[src/hw/scpm_map.svh]
// Offsets, field positions, reset values and codes for the strap and pin mux block
`ifndef SCPM_MAP_SVH
`define SCPM_MAP_SVH
// ****************************************
// Register offsets (byte addresses)
// ****************************************
`define SCPM_OFF_STRAP 8'h00
`define SCPM_OFF_PANEL 8'h04
`define SCPM_OFF_GPIO_DIR 8'h08
`define SCPM_OFF_GPIO_OUT 8'h0C
`define SCPM_OFF_GPIO_IN 8'h10
`define SCPM_OFF_PANEL_CTL 8'h14
// ****************************************
// Fields and reset values
// ****************************************
`define SCPM_INVERT_BIT 1
`define SCPM_PANEL_RESET 4'h0
`define SCPM_PANEL_CTL_RESET 8'h00
`define SCPM_GPIO_RESET 4'h0
// ****************************************
// Bus select codes
// ****************************************
`define SCPM_BUS_SYNC1 3'h0
`define SCPM_BUS_SYNC2 3'h1
`define SCPM_BUS_STROBE1 3'h3
`define SCPM_BUS_STROBE2 3'h5
`define SCPM_BUS_GENERIC 3'h7
`endif

[src/hw/scpm_pkg.sv]
// Types shared by the strap and pin mux block
`default_nettype none
package scpm_pkg;
  // Host bus type decided at reset
  typedef enum logic [2:0] {
    SCPM_HOST_SYNC1 = 3'h0,
    SCPM_HOST_SYNC2 = 3'h1,
    SCPM_HOST_STROBE1 = 3'h2,
    SCPM_HOST_STROBE2 = 3'h3,
    SCPM_HOST_GENERIC1 = 3'h4,
    SCPM_HOST_GENERIC2 = 3'h5,
    SCPM_HOST_RESERVED = 3'h6
  } scpm_host_t;
  // Panel types
  typedef enum logic [3:0] {
    SCPM_PNL_MONO4 = 4'h0,
    SCPM_PNL_MONO8 = 4'h1,
    SCPM_PNL_MONO8D = 4'h2,
    SCPM_PNL_COL4 = 4'h3,
    SCPM_PNL_COL8F1 = 4'h4,
    SCPM_PNL_COL8F2 = 4'h5,
    SCPM_PNL_COL8D = 4'h6,
    SCPM_PNL_TFT9 = 4'h7,
    SCPM_PNL_TFT12 = 4'h8
  } scpm_panel_t;
  // Settings caught from the straps
  typedef struct packed {
    logic power_high;
    logic big_endian;
    scpm_host_t host;
  } scpm_cfg_t;
  // Host bus pins seen through the chosen mode
  typedef struct packed {
    logic [15:0] data;
    logic addr0;
    logic upper_byte_write;
    logic lower_byte_write;
    logic read_strobe;
    logic rd_wr;
    logic bus_start_input;
  } scpm_hostpins_t;
  // Decoded host strobes, active high
  typedef struct packed {
    logic lower_data_strobe;
    logic upper_data_strobe;
    logic byte_high_enable;
    logic read_low;
    logic read_high;
    logic write_low;
    logic write_high;
    logic [1:0] size;
    logic data_hi_lane;
  } scpm_strobes_t;
endpackage
`default_nettype wire

[src/hw/scpm_top.sv]
// Strap capture, host bus pin roles and panel pin multiplexing
`default_nettype none
`include "scpm_map.svh"
module scpm_top (
  // Clock and reset
  input wire logic mclk_in,
  input wire logic reset_n_in,
  // Straps
  input wire logic power_polarity_strap_in,
  input wire logic byte_order_strap_in,
  input wire logic [2:0] bus_select_straps_in,
  input wire logic bus_start_input_in,
  // Host bus pins after the mode decode
  input wire scpm_pkg::scpm_hostpins_t host_pins_in,
  output scpm_pkg::scpm_strobes_t host_strobes_out,
  output logic [15:0] host_data_out,
  // Display engine side
  input wire logic panel_power_on_in,
  input wire logic frame_pulse_in,
  input wire logic line_pulse_in,
  input wire logic shift_clock_in,
  input wire logic second_shift_clock_in,
  input wire logic backplane_bias_in,
  input wire logic display_enable_in,
  input wire logic [11:0] pixel_data_in,
  output logic video_invert_out,
  // Panel pins
  output logic panel_power_control_out,
  output logic frame_pulse_out,
  output logic line_pulse_out,
  output logic shift_clock_out,
  output logic display_enable_pin_out,
  output logic [7:0] panel_data_out,
  output logic [3:0] panel_data_hi_out,
  input wire logic [3:0] panel_data_hi_in,
  output logic [3:0] panel_data_hi_oe_n_out,
  // Wishbone slave
  input wire logic wb_cyc_i,
  input wire logic wb_stb_i,
  input wire logic wb_we_i,
  input wire logic [7:0] wb_adr_i,
  input wire logic [3:0] wb_sel_i,
  input wire logic [31:0] wb_dat_i,
  output logic [31:0] wb_dat_o,
  output logic wb_ack_o,
  output logic wb_err_o
);
  // ****************************************
  // Strap capture
  // ****************************************
  scpm_pkg::scpm_cfg_t cfg;
  logic cfg_valid;
  scpm_strap_latch u_strap (
    .mclk_in(mclk_in),
    .reset_n_in(reset_n_in),
    .power_polarity_strap_in(power_polarity_strap_in),
    .byte_order_strap_in(byte_order_strap_in),
    .bus_select_straps_in(bus_select_straps_in),
    .bus_start_input_in(bus_start_input_in),
    .cfg_out(cfg),
    .cfg_valid_out(cfg_valid)
  );
  // ****************************************
  // Host bus decode
  // ****************************************
  scpm_pkg::scpm_hostpins_t host_s1;
  scpm_pkg::scpm_hostpins_t host_s2;
  // Host pins come from another clock; two flops before any logic reads them.
  // The bus holds its levels through a strobe, so per-bit sync costs only latency.
  always_ff @(posedge mclk_in or negedge reset_n_in) begin
    if (!reset_n_in) begin
      host_s1 <= '1;
      host_s2 <= '1;
    end else begin
      host_s1 <= host_pins_in;
      host_s2 <= host_s1;
    end
  end
  scpm_pkg::scpm_strobes_t strobes;
  scpm_host_decode u_host (
    .host_in(cfg.host),
    .pins_in(host_s2),
    .strobes_out(strobes)
  );
  // Strobes only count once the mode is known
  assign host_strobes_out = cfg_valid ? strobes : '0;
  // Byte order swap for the host data path
  function automatic logic [15:0] scpm_swap(input logic [15:0] d, input logic big);
    scpm_swap = big ? {d[7:0], d[15:8]} : d;
  endfunction
  // ****************************************
  // Registers
  // ****************************************
  logic [3:0] panel_type;
  logic [7:0] panel_ctl;
  logic [3:0] gpio_dir;
  logic [3:0] gpio_out;
  logic [3:0] gpio_s1;
  logic [3:0] gpio_s2;
  logic [15:0] data_q;
  logic ack;
  logic [31:0] rdata;
  // Address decode
  wire logic req = wb_cyc_i && wb_stb_i && !ack;
  wire logic hit_strap = wb_adr_i == `SCPM_OFF_STRAP;
  wire logic hit_panel = wb_adr_i == `SCPM_OFF_PANEL;
  wire logic hit_dir = wb_adr_i == `SCPM_OFF_GPIO_DIR;
  wire logic hit_out = wb_adr_i == `SCPM_OFF_GPIO_OUT;
  wire logic hit_in = wb_adr_i == `SCPM_OFF_GPIO_IN;
  wire logic hit_ctl = wb_adr_i == `SCPM_OFF_PANEL_CTL;
  wire logic hit_any = hit_strap || hit_panel || hit_dir || hit_out || hit_in || hit_ctl;
  wire logic wr_lane0 = req && wb_we_i && wb_sel_i[0];
  // Read mux; strap register shows the caught settings
  wire logic [31:0] next_rdata =
    hit_strap ? {26'h0, cfg.power_high, cfg.big_endian, cfg.host, cfg_valid} :
    hit_panel ? {28'h0, panel_type} :
    hit_dir ? {28'h0, gpio_dir} :
    hit_out ? {28'h0, gpio_out} :
    hit_in ? {28'h0, gpio_s2} :
    hit_ctl ? {24'h0, panel_ctl} : 32'h0;
  // One-cycle ack for mapped offsets, err otherwise
  always_ff @(posedge mclk_in or negedge reset_n_in) begin
    if (!reset_n_in) begin
      ack <= 1'b0;
      wb_err_o <= 1'b0;
      rdata <= 32'h0;
    end else begin
      ack <= req && hit_any;
      wb_err_o <= req && !hit_any && !wb_err_o;
      rdata <= next_rdata;
    end
  end
  assign wb_ack_o = ack;
  assign wb_dat_o = rdata;
  // Writable control registers
  always_ff @(posedge mclk_in or negedge reset_n_in) begin
    if (!reset_n_in) begin
      panel_type <= `SCPM_PANEL_RESET;
      panel_ctl <= `SCPM_PANEL_CTL_RESET;
      gpio_dir <= `SCPM_GPIO_RESET;
      gpio_out <= `SCPM_GPIO_RESET;
    end else if (wr_lane0) begin
      if (hit_panel && wb_dat_i[3:0] <= 4'h8) panel_type <= wb_dat_i[3:0];
      if (hit_ctl) panel_ctl <= wb_dat_i[7:0];
      if (hit_dir) gpio_dir <= wb_dat_i[3:0];
      if (hit_out) gpio_out <= wb_dat_i[3:0];
    end
  end
  // GPIO input synchroniser; pins are asynchronous
  always_ff @(posedge mclk_in or negedge reset_n_in) begin
    if (!reset_n_in) begin
      gpio_s1 <= 4'h0;
      gpio_s2 <= 4'h0;
    end else begin
      gpio_s1 <= panel_data_hi_in;
      gpio_s2 <= gpio_s1;
    end
  end
  // ****************************************
  // Panel pin multiplexing
  // ****************************************
  wire scpm_pkg::scpm_panel_t ptype = scpm_pkg::scpm_panel_t'(panel_type);
  wire logic is_tft = ptype == scpm_pkg::SCPM_PNL_TFT9 || ptype == scpm_pkg::SCPM_PNL_TFT12;
  wire logic is_tft12 = ptype == scpm_pkg::SCPM_PNL_TFT12;
  wire logic is_nib = ptype == scpm_pkg::SCPM_PNL_MONO4 || ptype == scpm_pkg::SCPM_PNL_COL4;
  wire logic is_dual = ptype == scpm_pkg::SCPM_PNL_MONO8D || ptype == scpm_pkg::SCPM_PNL_COL8D;
  wire logic inv_en = panel_ctl[`SCPM_INVERT_BIT] && !is_tft12;
  // Display-enable pin role by panel
  wire logic next_enable_pin = is_tft ? display_enable_in :
    (ptype == scpm_pkg::SCPM_PNL_COL8F1) ? second_shift_clock_in : backplane_bias_in;
  // Low byte: nibble panels zero bits 3:0; dual puts lower half low
  wire logic [7:0] next_pdata = is_nib ? {pixel_data_in[3:0], 4'h0} :
    is_dual ? {pixel_data_in[7:4], pixel_data_in[3:0]} : pixel_data_in[7:0];
  // Upper four: TFT data (bit 8 only on 9-bit, bits 8-11 on 12-bit) else GPIO
  wire logic [3:0] tft_mask = is_tft12 ? 4'hF : (is_tft ? 4'h1 : 4'h0);
  wire logic [3:0] gpio_drive = gpio_dir & ~tft_mask & {!inv_en, 3'h7};
  wire logic [3:0] next_hi = (tft_mask & pixel_data_in[11:8]) | (~tft_mask & gpio_out);
  // Registered panel outputs; power level follows the strap
  always_ff @(posedge mclk_in or negedge reset_n_in) begin
    if (!reset_n_in) begin
      panel_power_control_out <= 1'b0;
      frame_pulse_out <= 1'b0;
      line_pulse_out <= 1'b0;
      shift_clock_out <= 1'b0;
      display_enable_pin_out <= 1'b0;
      panel_data_out <= 8'h00;
      panel_data_hi_out <= 4'h0;
      panel_data_hi_oe_n_out <= 4'hF;
      video_invert_out <= 1'b0;
      data_q <= 16'h0000;
    end else begin
      panel_power_control_out <= cfg_valid ? (panel_power_on_in == cfg.power_high) : 1'b0;
      frame_pulse_out <= frame_pulse_in;
      line_pulse_out <= line_pulse_in;
      shift_clock_out <= shift_clock_in;
      display_enable_pin_out <= next_enable_pin;
      panel_data_out <= next_pdata;
      panel_data_hi_out <= next_hi;
      panel_data_hi_oe_n_out <= ~(tft_mask | gpio_drive);
      video_invert_out <= inv_en && !gpio_s2[3];
      data_q <= scpm_swap(host_s2.data, cfg.big_endian);
    end
  end
  assign host_data_out = data_q;
endmodule
`default_nettype wire

[src/hw/scpm_strap_latch.sv]
// Captures the configuration straps once after reset release
`default_nettype none
`include "scpm_map.svh"
module scpm_strap_latch (
  // Clock and reset
  input wire logic mclk_in,
  input wire logic reset_n_in,
  // Strap pins
  input wire logic power_polarity_strap_in,
  input wire logic byte_order_strap_in,
  input wire logic [2:0] bus_select_straps_in,
  input wire logic bus_start_input_in,
  // Caught settings
  output scpm_pkg::scpm_cfg_t cfg_out,
  output logic cfg_valid_out
);
  logic [5:0] sync1;
  logic [5:0] sync2;
  logic [1:0] settle;
  logic done;
  scpm_pkg::scpm_host_t next_host;
  wire logic [2:0] sel;
  assign sel = sync2[3:1];
  // Two-flop synchroniser; straps are asynchronous pins
  always_ff @(posedge mclk_in or negedge reset_n_in) begin
    if (!reset_n_in) begin
      sync1 <= 6'h00;
      sync2 <= 6'h00;
    end else begin
      sync1 <= {power_polarity_strap_in, byte_order_strap_in, bus_select_straps_in, bus_start_input_in};
      sync2 <= sync1;
    end
  end
  // Bus code decode; reserved codes fall to a safe idle mode
  always_comb begin
    next_host = scpm_pkg::SCPM_HOST_RESERVED;
    unique case (sel)
      `SCPM_BUS_SYNC1: next_host = scpm_pkg::SCPM_HOST_SYNC1;
      `SCPM_BUS_SYNC2: next_host = scpm_pkg::SCPM_HOST_SYNC2;
      `SCPM_BUS_STROBE1: next_host = scpm_pkg::SCPM_HOST_STROBE1;
      `SCPM_BUS_STROBE2: next_host = scpm_pkg::SCPM_HOST_STROBE2;
      `SCPM_BUS_GENERIC: next_host = sync2[0] ? scpm_pkg::SCPM_HOST_GENERIC2 : scpm_pkg::SCPM_HOST_GENERIC1;
      default: next_host = scpm_pkg::SCPM_HOST_RESERVED;
    endcase
  end
  // Latch once after the synchroniser has filled, then hold
  always_ff @(posedge mclk_in or negedge reset_n_in) begin
    if (!reset_n_in) begin
      settle <= 2'h0;
      done <= 1'b0;
      cfg_out <= '{power_high: 1'b0, big_endian: 1'b0, host: scpm_pkg::SCPM_HOST_RESERVED};
    end else if (!done) begin
      settle <= settle + 2'h1;
      if (settle == 2'h2) begin
        done <= 1'b1;
        cfg_out <= '{power_high: sync2[5], big_endian: sync2[4], host: next_host};
      end
    end
  end
  assign cfg_valid_out = done;
endmodule
`default_nettype wire

[src/hw/scpm_host_decode.sv]
// Turns host bus pins into common strobes for the selected bus type
`default_nettype none
module scpm_host_decode (
  // Mode
  input wire scpm_pkg::scpm_host_t host_in,
  // Pins (active low strobes as on the bus)
  input wire scpm_pkg::scpm_hostpins_t pins_in,
  // Decoded strobes
  output scpm_pkg::scpm_strobes_t strobes_out
);
  // Pin roles per bus type
  always_comb begin
    strobes_out = '0;
    unique case (host_in)
      scpm_pkg::SCPM_HOST_SYNC1, scpm_pkg::SCPM_HOST_SYNC2: begin
        strobes_out.read_low = !pins_in.read_strobe;
        strobes_out.read_high = !pins_in.read_strobe;
        strobes_out.write_low = !pins_in.lower_byte_write;
        strobes_out.write_high = !pins_in.upper_byte_write;
      end
      scpm_pkg::SCPM_HOST_STROBE1: begin
        // Address bit zero pin carries the lower strobe; read and lower write are tied high
        strobes_out.lower_data_strobe = !pins_in.addr0;
        strobes_out.upper_data_strobe = !pins_in.upper_byte_write;
        strobes_out.read_low = pins_in.rd_wr && !pins_in.addr0;
        strobes_out.read_high = pins_in.rd_wr && !pins_in.upper_byte_write;
        strobes_out.write_low = !pins_in.rd_wr && !pins_in.addr0;
        strobes_out.write_high = !pins_in.rd_wr && !pins_in.upper_byte_write;
      end
      scpm_pkg::SCPM_HOST_STROBE2: begin
        // Single data strobe plus size bits; data lane is host D[31:16]
        strobes_out.upper_data_strobe = !pins_in.upper_byte_write;
        strobes_out.size = {pins_in.read_strobe, pins_in.lower_byte_write};
        strobes_out.data_hi_lane = 1'b1;
        strobes_out.read_low = pins_in.rd_wr && !pins_in.upper_byte_write;
        strobes_out.read_high = pins_in.rd_wr && !pins_in.upper_byte_write;
        strobes_out.write_low = !pins_in.rd_wr && !pins_in.upper_byte_write;
        strobes_out.write_high = !pins_in.rd_wr && !pins_in.upper_byte_write;
      end
      scpm_pkg::SCPM_HOST_GENERIC1: begin
        // Separate byte reads (rd/wr pin is high-byte read) and byte writes
        strobes_out.read_low = !pins_in.read_strobe;
        strobes_out.read_high = !pins_in.rd_wr;
        strobes_out.write_low = !pins_in.lower_byte_write;
        strobes_out.write_high = !pins_in.upper_byte_write;
      end
      scpm_pkg::SCPM_HOST_GENERIC2: begin
        // Byte-high enable gates the upper byte of one read and one write strobe
        strobes_out.byte_high_enable = !pins_in.upper_byte_write;
        strobes_out.read_low = !pins_in.read_strobe && !pins_in.addr0;
        strobes_out.read_high = !pins_in.read_strobe && !pins_in.upper_byte_write;
        strobes_out.write_low = !pins_in.lower_byte_write && !pins_in.addr0;
        strobes_out.write_high = !pins_in.lower_byte_write && !pins_in.upper_byte_write;
      end
      default: strobes_out = '0;
    endcase
  end
endmodule
`default_nettype wire

[config.mk]
export PLATFORM = sky130hd
export DESIGN_NAME = scpm_top
export DESIGN_NICKNAME = d
export VERILOG_FILES = /design/src/hw/scpm_pkg.sv /design/src/hw/scpm_top.sv /design/src/hw/scpm_strap_latch.sv /design/src/hw/scpm_host_decode.sv
export VERILOG_INCLUDE_DIRS = /design/src /design/src/hw
export SDC_FILE = /design/constraint.sdc
export NUM_CORES = 1
export LEC_CHECK = 0
export ABC_AREA = 0
export BUFFER_PORTS_ARGS = -buffer_cell sky130_fd_sc_hd__buf_2
export CAP_MARGIN = 20
export CORE_MARGIN = 10
export CORE_UTILIZATION = 50
export DETAILED_ROUTE_END_ITERATION = 8
export PLACE_DENSITY = 0.87
export SYNTH_ARGS = -nofsm -noshare
export SYNTH_HDL_FRONTEND = slang
export SYNTH_SLANG_ARGS = --single-unit
export TNS_END_PERCENT = 1
[constraint.sdc]
create_clock -name mclk_in -period 1.9 [get_ports mclk_in]
set_input_delay 0 -clock mclk_in [delete_from_list [all_inputs] [get_ports mclk_in]]
set_output_delay 0 -clock mclk_in [all_outputs]
set_load 0.02 [all_outputs]
==> metrics.md, run 1 <==
| Metric | Value |
|---|---|
| Status | `finished, final reports clean` |
| Setup Skew | `9.15 ps` |
| Internal reg-to-reg setup slack | `250 ps` |
| Fmax | `542 MHz` |
| Most common cell after layout, fill and taps aside | `buf_2` |
| Max VDD drop | `0.705 mV` |
| CTS tree | `built` |
| Distinct cell type count after synthesis | `55` |
| Pleak | `3.43 nW` |
| Clock Sinks | `between 100 and 150` |
| Slowest stage delay, CP | `between 500 and 600 ps` |
| Hold Crit Class | `in -> async` |
| Final net count | `678` |
| GP Congestion | `0.833` |
| Startpoint types | `register` |
| Critical path capture point | `host_strobes_out[5]` |
| Worst setup EP type | `output pin` |
| Num CTS Buffers | `17` |
| Clock Path Buffers | `2` |
| Filler cells | `about 650` |
| Cells after synthesis | `365` |
| Routed len/inst | `18.4 um` |
| Fraction of registers with async set/reset | `100%` |
| Pwr Total | `6.86 mW` |
| Area growth from synthesis to layout | `38.2%` |
| Synth Cell Area | `0.00522 mm2` |
| GR Util met2 | `33.2%` |
| Post-DP Area | `0.00592 mm2` |
| Initial Utilization | `51.0%` |
| CP Max Fanout | `6` |
| H-tree depth | `4` |
| Storage cell area | `0.00352 mm2` |
| Post-synth top area share | `43.2%` |
| Ports | `~180` |
| Synth warn | `0` |
| Synth Register Bits | `~140` |
| Vias in the first global route | `4027` |
| Die Area | `around 0.015 mm2` |
| Most Crowded Layer GR | `met2` |
| Via count | `3655` |
| DRT antenna net count | `0` |
| Die Height | `122 um` |
| RSZ-0062 raised after global routing | `true` |
| CP startpoint | `u_strap.cfg_out[2]` |
| Sequential area share after synthesis | `67.3%` |
| Setup violations, final | `0` |
| R2R cell count | `5` |
| CP Data Required Time | `1900 ps` |
| Grt ovf | `0` |
| Hpwl dp | `around 8.5 mm` |
| Share of post-route cells with drive strength above 1 | `45.6%` |
| Crit path kind | `reg -> out` |
| M1 GR Usage | `17.1%` |
| Most frequent cells in the layout | `126 x buf_2, 87 x dfrtp_1, 69 x dlygate4sd3_1` |
| Setup TNS | `0 ps` |
| Design Area, Final | `0.00721 mm2` |
| Max-cap violations | `0` |
| Final Cycle Share | `97.0%` |
| Detailed Route WL | `13.4 mm` |
| Max-slew violations | `0` |
| Syn Area/Cell | `14.3 um2` |
| PD cells | `951 mW/mm2` |
| Largest net degree at the start of global routing | `65` |
| Primary FF master, synth | `dfrtp_1` |
| Crit-path slowest cell | `dfstp_2` |
| 1st-iter DRT viols | `230` |
| Clk slew on worst S/H paths | `60 ps` |
| Yosys top cell by area | `dfrtp_1` |
| Number of cell rows | `37` |
| Core Box Area | `around 0.010 mm2` |
| Post-route DRC | `0` |
| Global Route met3 Usage | `5.04%` |
| Total GRT Usage | `17.6%` |
| Critical-path cell list | `inv_2 > o32a_1 > a2bb2oi_1 > nor2_1 > buf_4` |
| Clock root buffer | `clkbuf_8` |
| Multi-input logic area | `~0.0015 mm2` |
| First-pass GRT wire length | `20.4 mm` |
| Period minus WS final | `1840 ps` |
| Clock Latency Late Sink | `500 ps` |
| Initial antenna violation count | `0` |
| Die W | `122 um` |
| Largest cells by area after synthesis | `dfrtp_1 43%, dfstp_2 24%, mux2_2 7.3%` |
| Arr. time, crit path | `1840 ps` |
| IO Port Bufs | `around 130` |
| Reg-to-Reg End | `display_enable_pin_out` |
| Max-Slew Margin vs Limit | `between 40% and 50%` |
| TritonRoute pass-1 iters | `4` |
| Worst-Margin Slew | `790 ps` |
| Final hold violation count | `0` |
| Number of flops mapped to enable cells by yosys | `0` |
| FF-to-FF Start | `panel_type[0]` |
| Via density | `5.03` |
[worst max-delay path: cells and delay by family, from the launching register on]
family | cells | cell delay, ps
AO/OA/AOI/OAI | 2 | 470
AND/OR/NAND/NOR | 1 | 100
buffers and inverters | 2 | 220
flip-flops | 1 | 550
[synthesized netlist by cell type (2+ instances only)]
| cell type | number |
|---|---|
| dfrtp_1 | 90 |
| dfstp_2 | 48 |
| mux2_2 | 34 |
| buf_4 | 24 |
| nor2_1 | 19 |
| a21oi_1 | 15 |
| and2_1 | 11 |
| nand2_1 | 11 |
| inv_1 | 8 |
| o32a_1 | 8 |
| mux2_4 | 7 |
| o21ai_0 | 7 |
| o22ai_1 | 6 |
| and3b_1 | 5 |
| buf_2 | 5 |
| nand2b_1 | 5 |
| nor3b_1 | 5 |
| nor3_1 | 4 |
| o32ai_1 | 4 |
| clkbuf_1 | 3 |
| nand3_1 | 3 |
| o21a_1 | 3 |
| a211oi_1 | 2 |
| a22o_1 | 2 |
| buf_1 | 2 |
| nand4_1 | 2 |
| nor4_1 | 2 |
| o31a_1 | 2 |
| xnor2_1 | 2 |
[how the worst min path moves through the flow]
stage / startpoint / to / slack [ps] / cells after the start
2_1_floorplan: reset_n_in / display_enable_pin_out / -300 / 0
3_3_place_gp: reset_n_in / wb_dat_o[7] / -40 / 1
3_5_place_dp: reset_n_in / panel_ctl[6] / -30 / 1
4_1_cts: reset_n_in / panel_ctl[6] / 2 / 2
5_1_grt: reset_n_in / wb_dat_o[7] / 30 / 2
6_report: reset_n_in / wb_dat_o[7] / 6 / 2
[flip-flops by register name, indices dropped and copies added, names as in the netlist, 5 cells and up]
name / cells
panel_data_out: 8
wb_dat_o: 8
host_data_out: 16
u_strap.cfg_out: 5
panel_ctl: 8
host_s2: 21
u_strap.sync2: 6
u_strap.sync1: 6
host_s1: 21
[stage by stage]
stage                     hold WS [ps]  worst slack, ps  cells  util [%]
after detailed placement         -32.8              258    621      57.8
final                             6.11             56.6    727      70.5
after global routing              32.5            -17.9    726      70.5
after CTS                         1.88             21.3    723      70.2
after floorplan                   -296              286    388         -
after global placement           -36.0              319    621      57.8
[cell families (layout without fill, tap and decap cells)]
kind of cell / after synthesis / in the layout / synth area share (%)
buf+inv: 43 / 245 / 5.25
mux: 41 / 41 / 9.35
xor+xnor: 3 / 3 / 0.504
other cells: 1 / 25 / 0.0719
fa+ha+maj: 2 / 2 / 0.432
compound gates: 58 / 58 / 7.82
flops: 138 / 138 / 67.3
simple gates: 79 / 79 / 9.25
[power breakdown]
| part | switching [mW] | internal, mW |
|---|---|---|
| sequential | 0.0650 | 3.10 |
| clock | 1.39 | 1.68 |
| combinational | 0.344 | 0.279 |
| total | 1.80 | 5.06 |
[timing repair]
action                                  in CTS  in global routing
hold buffers                                69                  0
cloned                                       0                  0
endpoints found under the setup margin       2                  4
gates resized for setup                      3                  4
hold endpoints to repair                   164                  0
setup buffers                                1                  3
[routing by layer]
layer | share of wire (%) | wire (um) | vias to the layer above
met5 | 0 | 0 | -
li1 | - | - | 1664
met1 | 33 | 4470 | 1804
met2 | 57 | 7620 | 150
met3 | 6.2 | 825 | 37
met4 | 3.4 | 456 | 0
[layout make-up]
type	count	area share, %
Antenna cell	1	0.0347
Multi-Input combinational cell	207	21.1
Clock inverter	15	2.01
Tap cell	136	2.36
Timing Repair Buffer	205	19.6
Sequential cell	138	48.8
Inverter	8	0.416
Clock buffer	17	5.74
(Power assumes the default switching activity.)
==> inputs of run 2 (changes only) <==
Settings changed: CELL_PAD_IN_SITES_DETAIL_PLACEMENT from default to 0, CELL_PAD_IN_SITES_GLOBAL_PLACEMENT from default to 1, CORE_UTILIZATION 50 to 37, HOLD_SLACK_MARGIN from default to 0.1, PLACE_DENSITY 0.87 to 0.82.
==> metrics.md, run 2 (synthesis gave the netlist of run 1 again) <==
| Metric | Value |
|---|---|
| Bufs and invs on worst path | `2 (unchanged)` |
| FF-to-FF Start | `panel_type[1] (was panel_type[0])` |
| Filler cells | `1162 (was 652)` |
| Crit-path slowest cell | `dfstp_2 (unchanged)` |
| Die Area | `0.0193 mm2 (was 0.0149 mm2)` |
| Worst-Margin Slew | `953 ps (was 790 ps)` |
| Storage cell area | `0.00351 mm2 (was 0.00352 mm2)` |
| Final Cycle Share | `96.3% (was 97.0%)` |
| Vias in the first global route | `3908 (was 4027)` |
| Final hold violation count | `0 (unchanged)` |
| Max VDD drop | `1.13 mV (was 0.705 mV)` |
| Hold Crit Class | `in -> async (unchanged)` |
| GP Congestion | `0.771 (was 0.833)` |
| Post-DP Area | `0.00599 mm2 (was 0.00592 mm2)` |
| Detailed Route WL | `12.2 mm (was 13.4 mm)` |
| DRT antenna net count | `0 (unchanged)` |
| Number of cell rows | `43 (was 37)` |
| Placed cell count | `667 (was 621)` |
| Internal reg-to-reg setup slack | `140 ps (was 250 ps)` |
| Most common cell after layout, fill and taps aside | `buf_2 (unchanged)` |
| Design Area, Final | `0.00730 mm2 (was 0.00721 mm2)` |
| Pleak | `3.45 nW (was 3.43 nW)` |
| Die Height | `139 um (was 122 um)` |
| Non-filler instance count after layout | `772 (was 727)` |
| Clock root buffer | `clkbuf_16 (was clkbuf_8)` |
| Crit path kind | `reg -> out (unchanged)` |
| CP Data Required Time | `1900 ps (about the same)` |
| Critical-path cell list | `inv_4 > o32a_1 > a2bb2oi_1 > nor2_1 > buf_4 (was inv_2 > o32a_1 > a2bb2oi_1 > nor2_1 > buf_4)` |
| Share of post-route cells with drive strength above 1 | `44.9% (was 45.6%)` |
| Most frequent cells in the layout | `127 x buf_2, 89 x dfrtp_1, 69 x dlygate4sd3_1 (was 126 x buf_2, 87 x dfrtp_1, 69 x dlygate4sd3_1)` |
| Reg-to-Reg End | `display_enable_pin_out (unchanged)` |
| Status | `finished, final reports clean (unchanged)` |
| Slowest stage delay, CP | `620 ps (was 550 ps)` |
| Max-Slew Margin vs Limit | `35.7% (was 46.6%)` |
| Worst setup EP type | `output pin (unchanged)` |
| Hpwl dp | `8.54 mm (was 8.51 mm)` |
| RSZ-0062 raised after global routing | `true (unchanged)` |
| Fmax | `547 MHz (was 542 MHz)` |
| Via count | `3462 (was 3655)` |
| Clock Latency Late Sink | `410 ps (was 500 ps)` |
| CTS tree | `built (unchanged)` |
| Final net count | `678 (unchanged)` |
| Initial antenna violation count | `1 (was 0)` |
| Multi-input logic area | `0.00152 mm2 (about the same)` |
| First-pass GRT wire length | `19.7 mm (was 20.4 mm)` |
| R2R cell count | `4 (was 5)` |
| Pwr Total | `7.06 mW (was 6.86 mW)` |
| Arr. time, crit path | `1830 ps (was 1840 ps)` |
| Post-route DRC | `0 (unchanged)` |
| CP Max Fanout | `7 (was 6)` |
| Num CTS Buffers | `17 (unchanged)` |
| Max-cap violations | `0 (unchanged)` |
| Grt ovf | `0 (unchanged)` |
| Initial Utilization | `37.7% (was 51.0%)` |
| 1st-iter DRT viols | `128 (was 230)` |
| TritonRoute pass-1 iters | `4 (unchanged)` |
| Core Box Area | `0.0138 mm2 (was 0.0102 mm2)` |
| Startpoint types | `register (unchanged)` |
| PD cells | `967 mW/mm2 (was 951 mW/mm2)` |
| Max-slew violations | `0 (unchanged)` |
| Total GRT Usage | `12.7% (was 17.6%)` |
| Via density | `4.48 (was 5.03)` |
| Ports | `182 (unchanged)` |
| Setup Skew | `4.98 ps (was 9.15 ps)` |
| Clock Path Buffers | `2 (unchanged)` |
| Period minus WS final | `1830 ps (was 1840 ps)` |
| Routed len/inst | `15.8 um (was 18.4 um)` |
| Setup violations, final | `0 (unchanged)` |
| Area growth from synthesis to layout | `39.9% (was 38.2%)` |
| Largest net degree at the start of global routing | `57 (was 65)` |
| Die W | `139 um (was 122 um)` |
| Clk slew on worst S/H paths | `60 ps (about the same)` |
| IO Port Bufs | `129 (unchanged)` |
| Crit path max-delay family | `flip-flops (unchanged)` |
| Clock Sinks | `138 (unchanged)` |
| Setup TNS | `0 ps (unchanged)` |
| H-tree depth | `4 (unchanged)` |
run 2: cell count changes in the layout (fill, tap and decap cells not counted), sizes merged:
cell and delta:
bufinv +2, clkbuf +2, inv -3, clkinv -1, diode +1
run 2: metal layers:
layer | vias to the layer above | global-route usage (%) | wire, um
met5 | - | 0 | 0
met4 | 0 | 5.27 | 170
met3 | 15 | 5.27 | 802
met2 | 98 | 21.8 | 6270
met1 | 1677 | 13.5 | 4940
li1 | 1672 | - | -
run 2: repair_timing:
action / in CTS / in global routing
hold buffers: 69 / 0
cloned: 0 / 0
hold endpoints to repair: 180 / 0
resized for setup: 1 / 3
endpoints found under the setup margin: 1 / 3
setup buffers: 0 / 2
run 2: metrics by stage:
| step | setup slack [ps] | util [%] | hold WS [ps] |
|---|---|---|---|
| floorplan | 286 | - | -296 |
| global placement | 305 | 43.3 | -25.9 |
| detailed placement | 264 | 43.3 | -12.0 |
| CTS | 14.8 | 52.6 | 109 |
| global route | -9.69 | 52.8 | 135 |
| finish | 70.4 | 52.8 | 121 |
run 2: worst max path at each step:
stage	startpoint	endpoint	slack [ps]	cells after the start
4_1_cts	u_strap.cfg_out[2]	host_strobes_out[5]	10	5
3_3_place_gp	wb_ack_o	gpio_dir[2]	300	4
2_1_floorplan	wb_ack_o	gpio_dir[0]	290	4
5_1_grt	u_strap.cfg_out[2]	host_strobes_out[5]	-10	5
6_report	u_strap.cfg_out[2]	host_strobes_out[5]	70	5
3_5_place_dp	wb_ack_o	gpio_dir[1]	260	4
run 2: power breakdown:
| group | switching, mW | leakage (nW) | internal, mW |
|---|---|---|---|
| logic | 0.330 | 1.53 | 0.276 |
| registers | 0.0582 | 1.63 | 3.10 |
| clock network | 1.30 | 0.291 | 2.00 |
| total | 1.68 | 3.45 | 5.37 |
run 2: cell type report:
type                    instances  area share (%)
diodes                          2          0.0686
clock buffers                  19            6.07
clock inverters                13            2.09
inverters                       8           0.446
multi-input cells             207            20.8
flip-flops and latches        138            48.1
well taps                     180            3.08
repair buffers                205            19.3
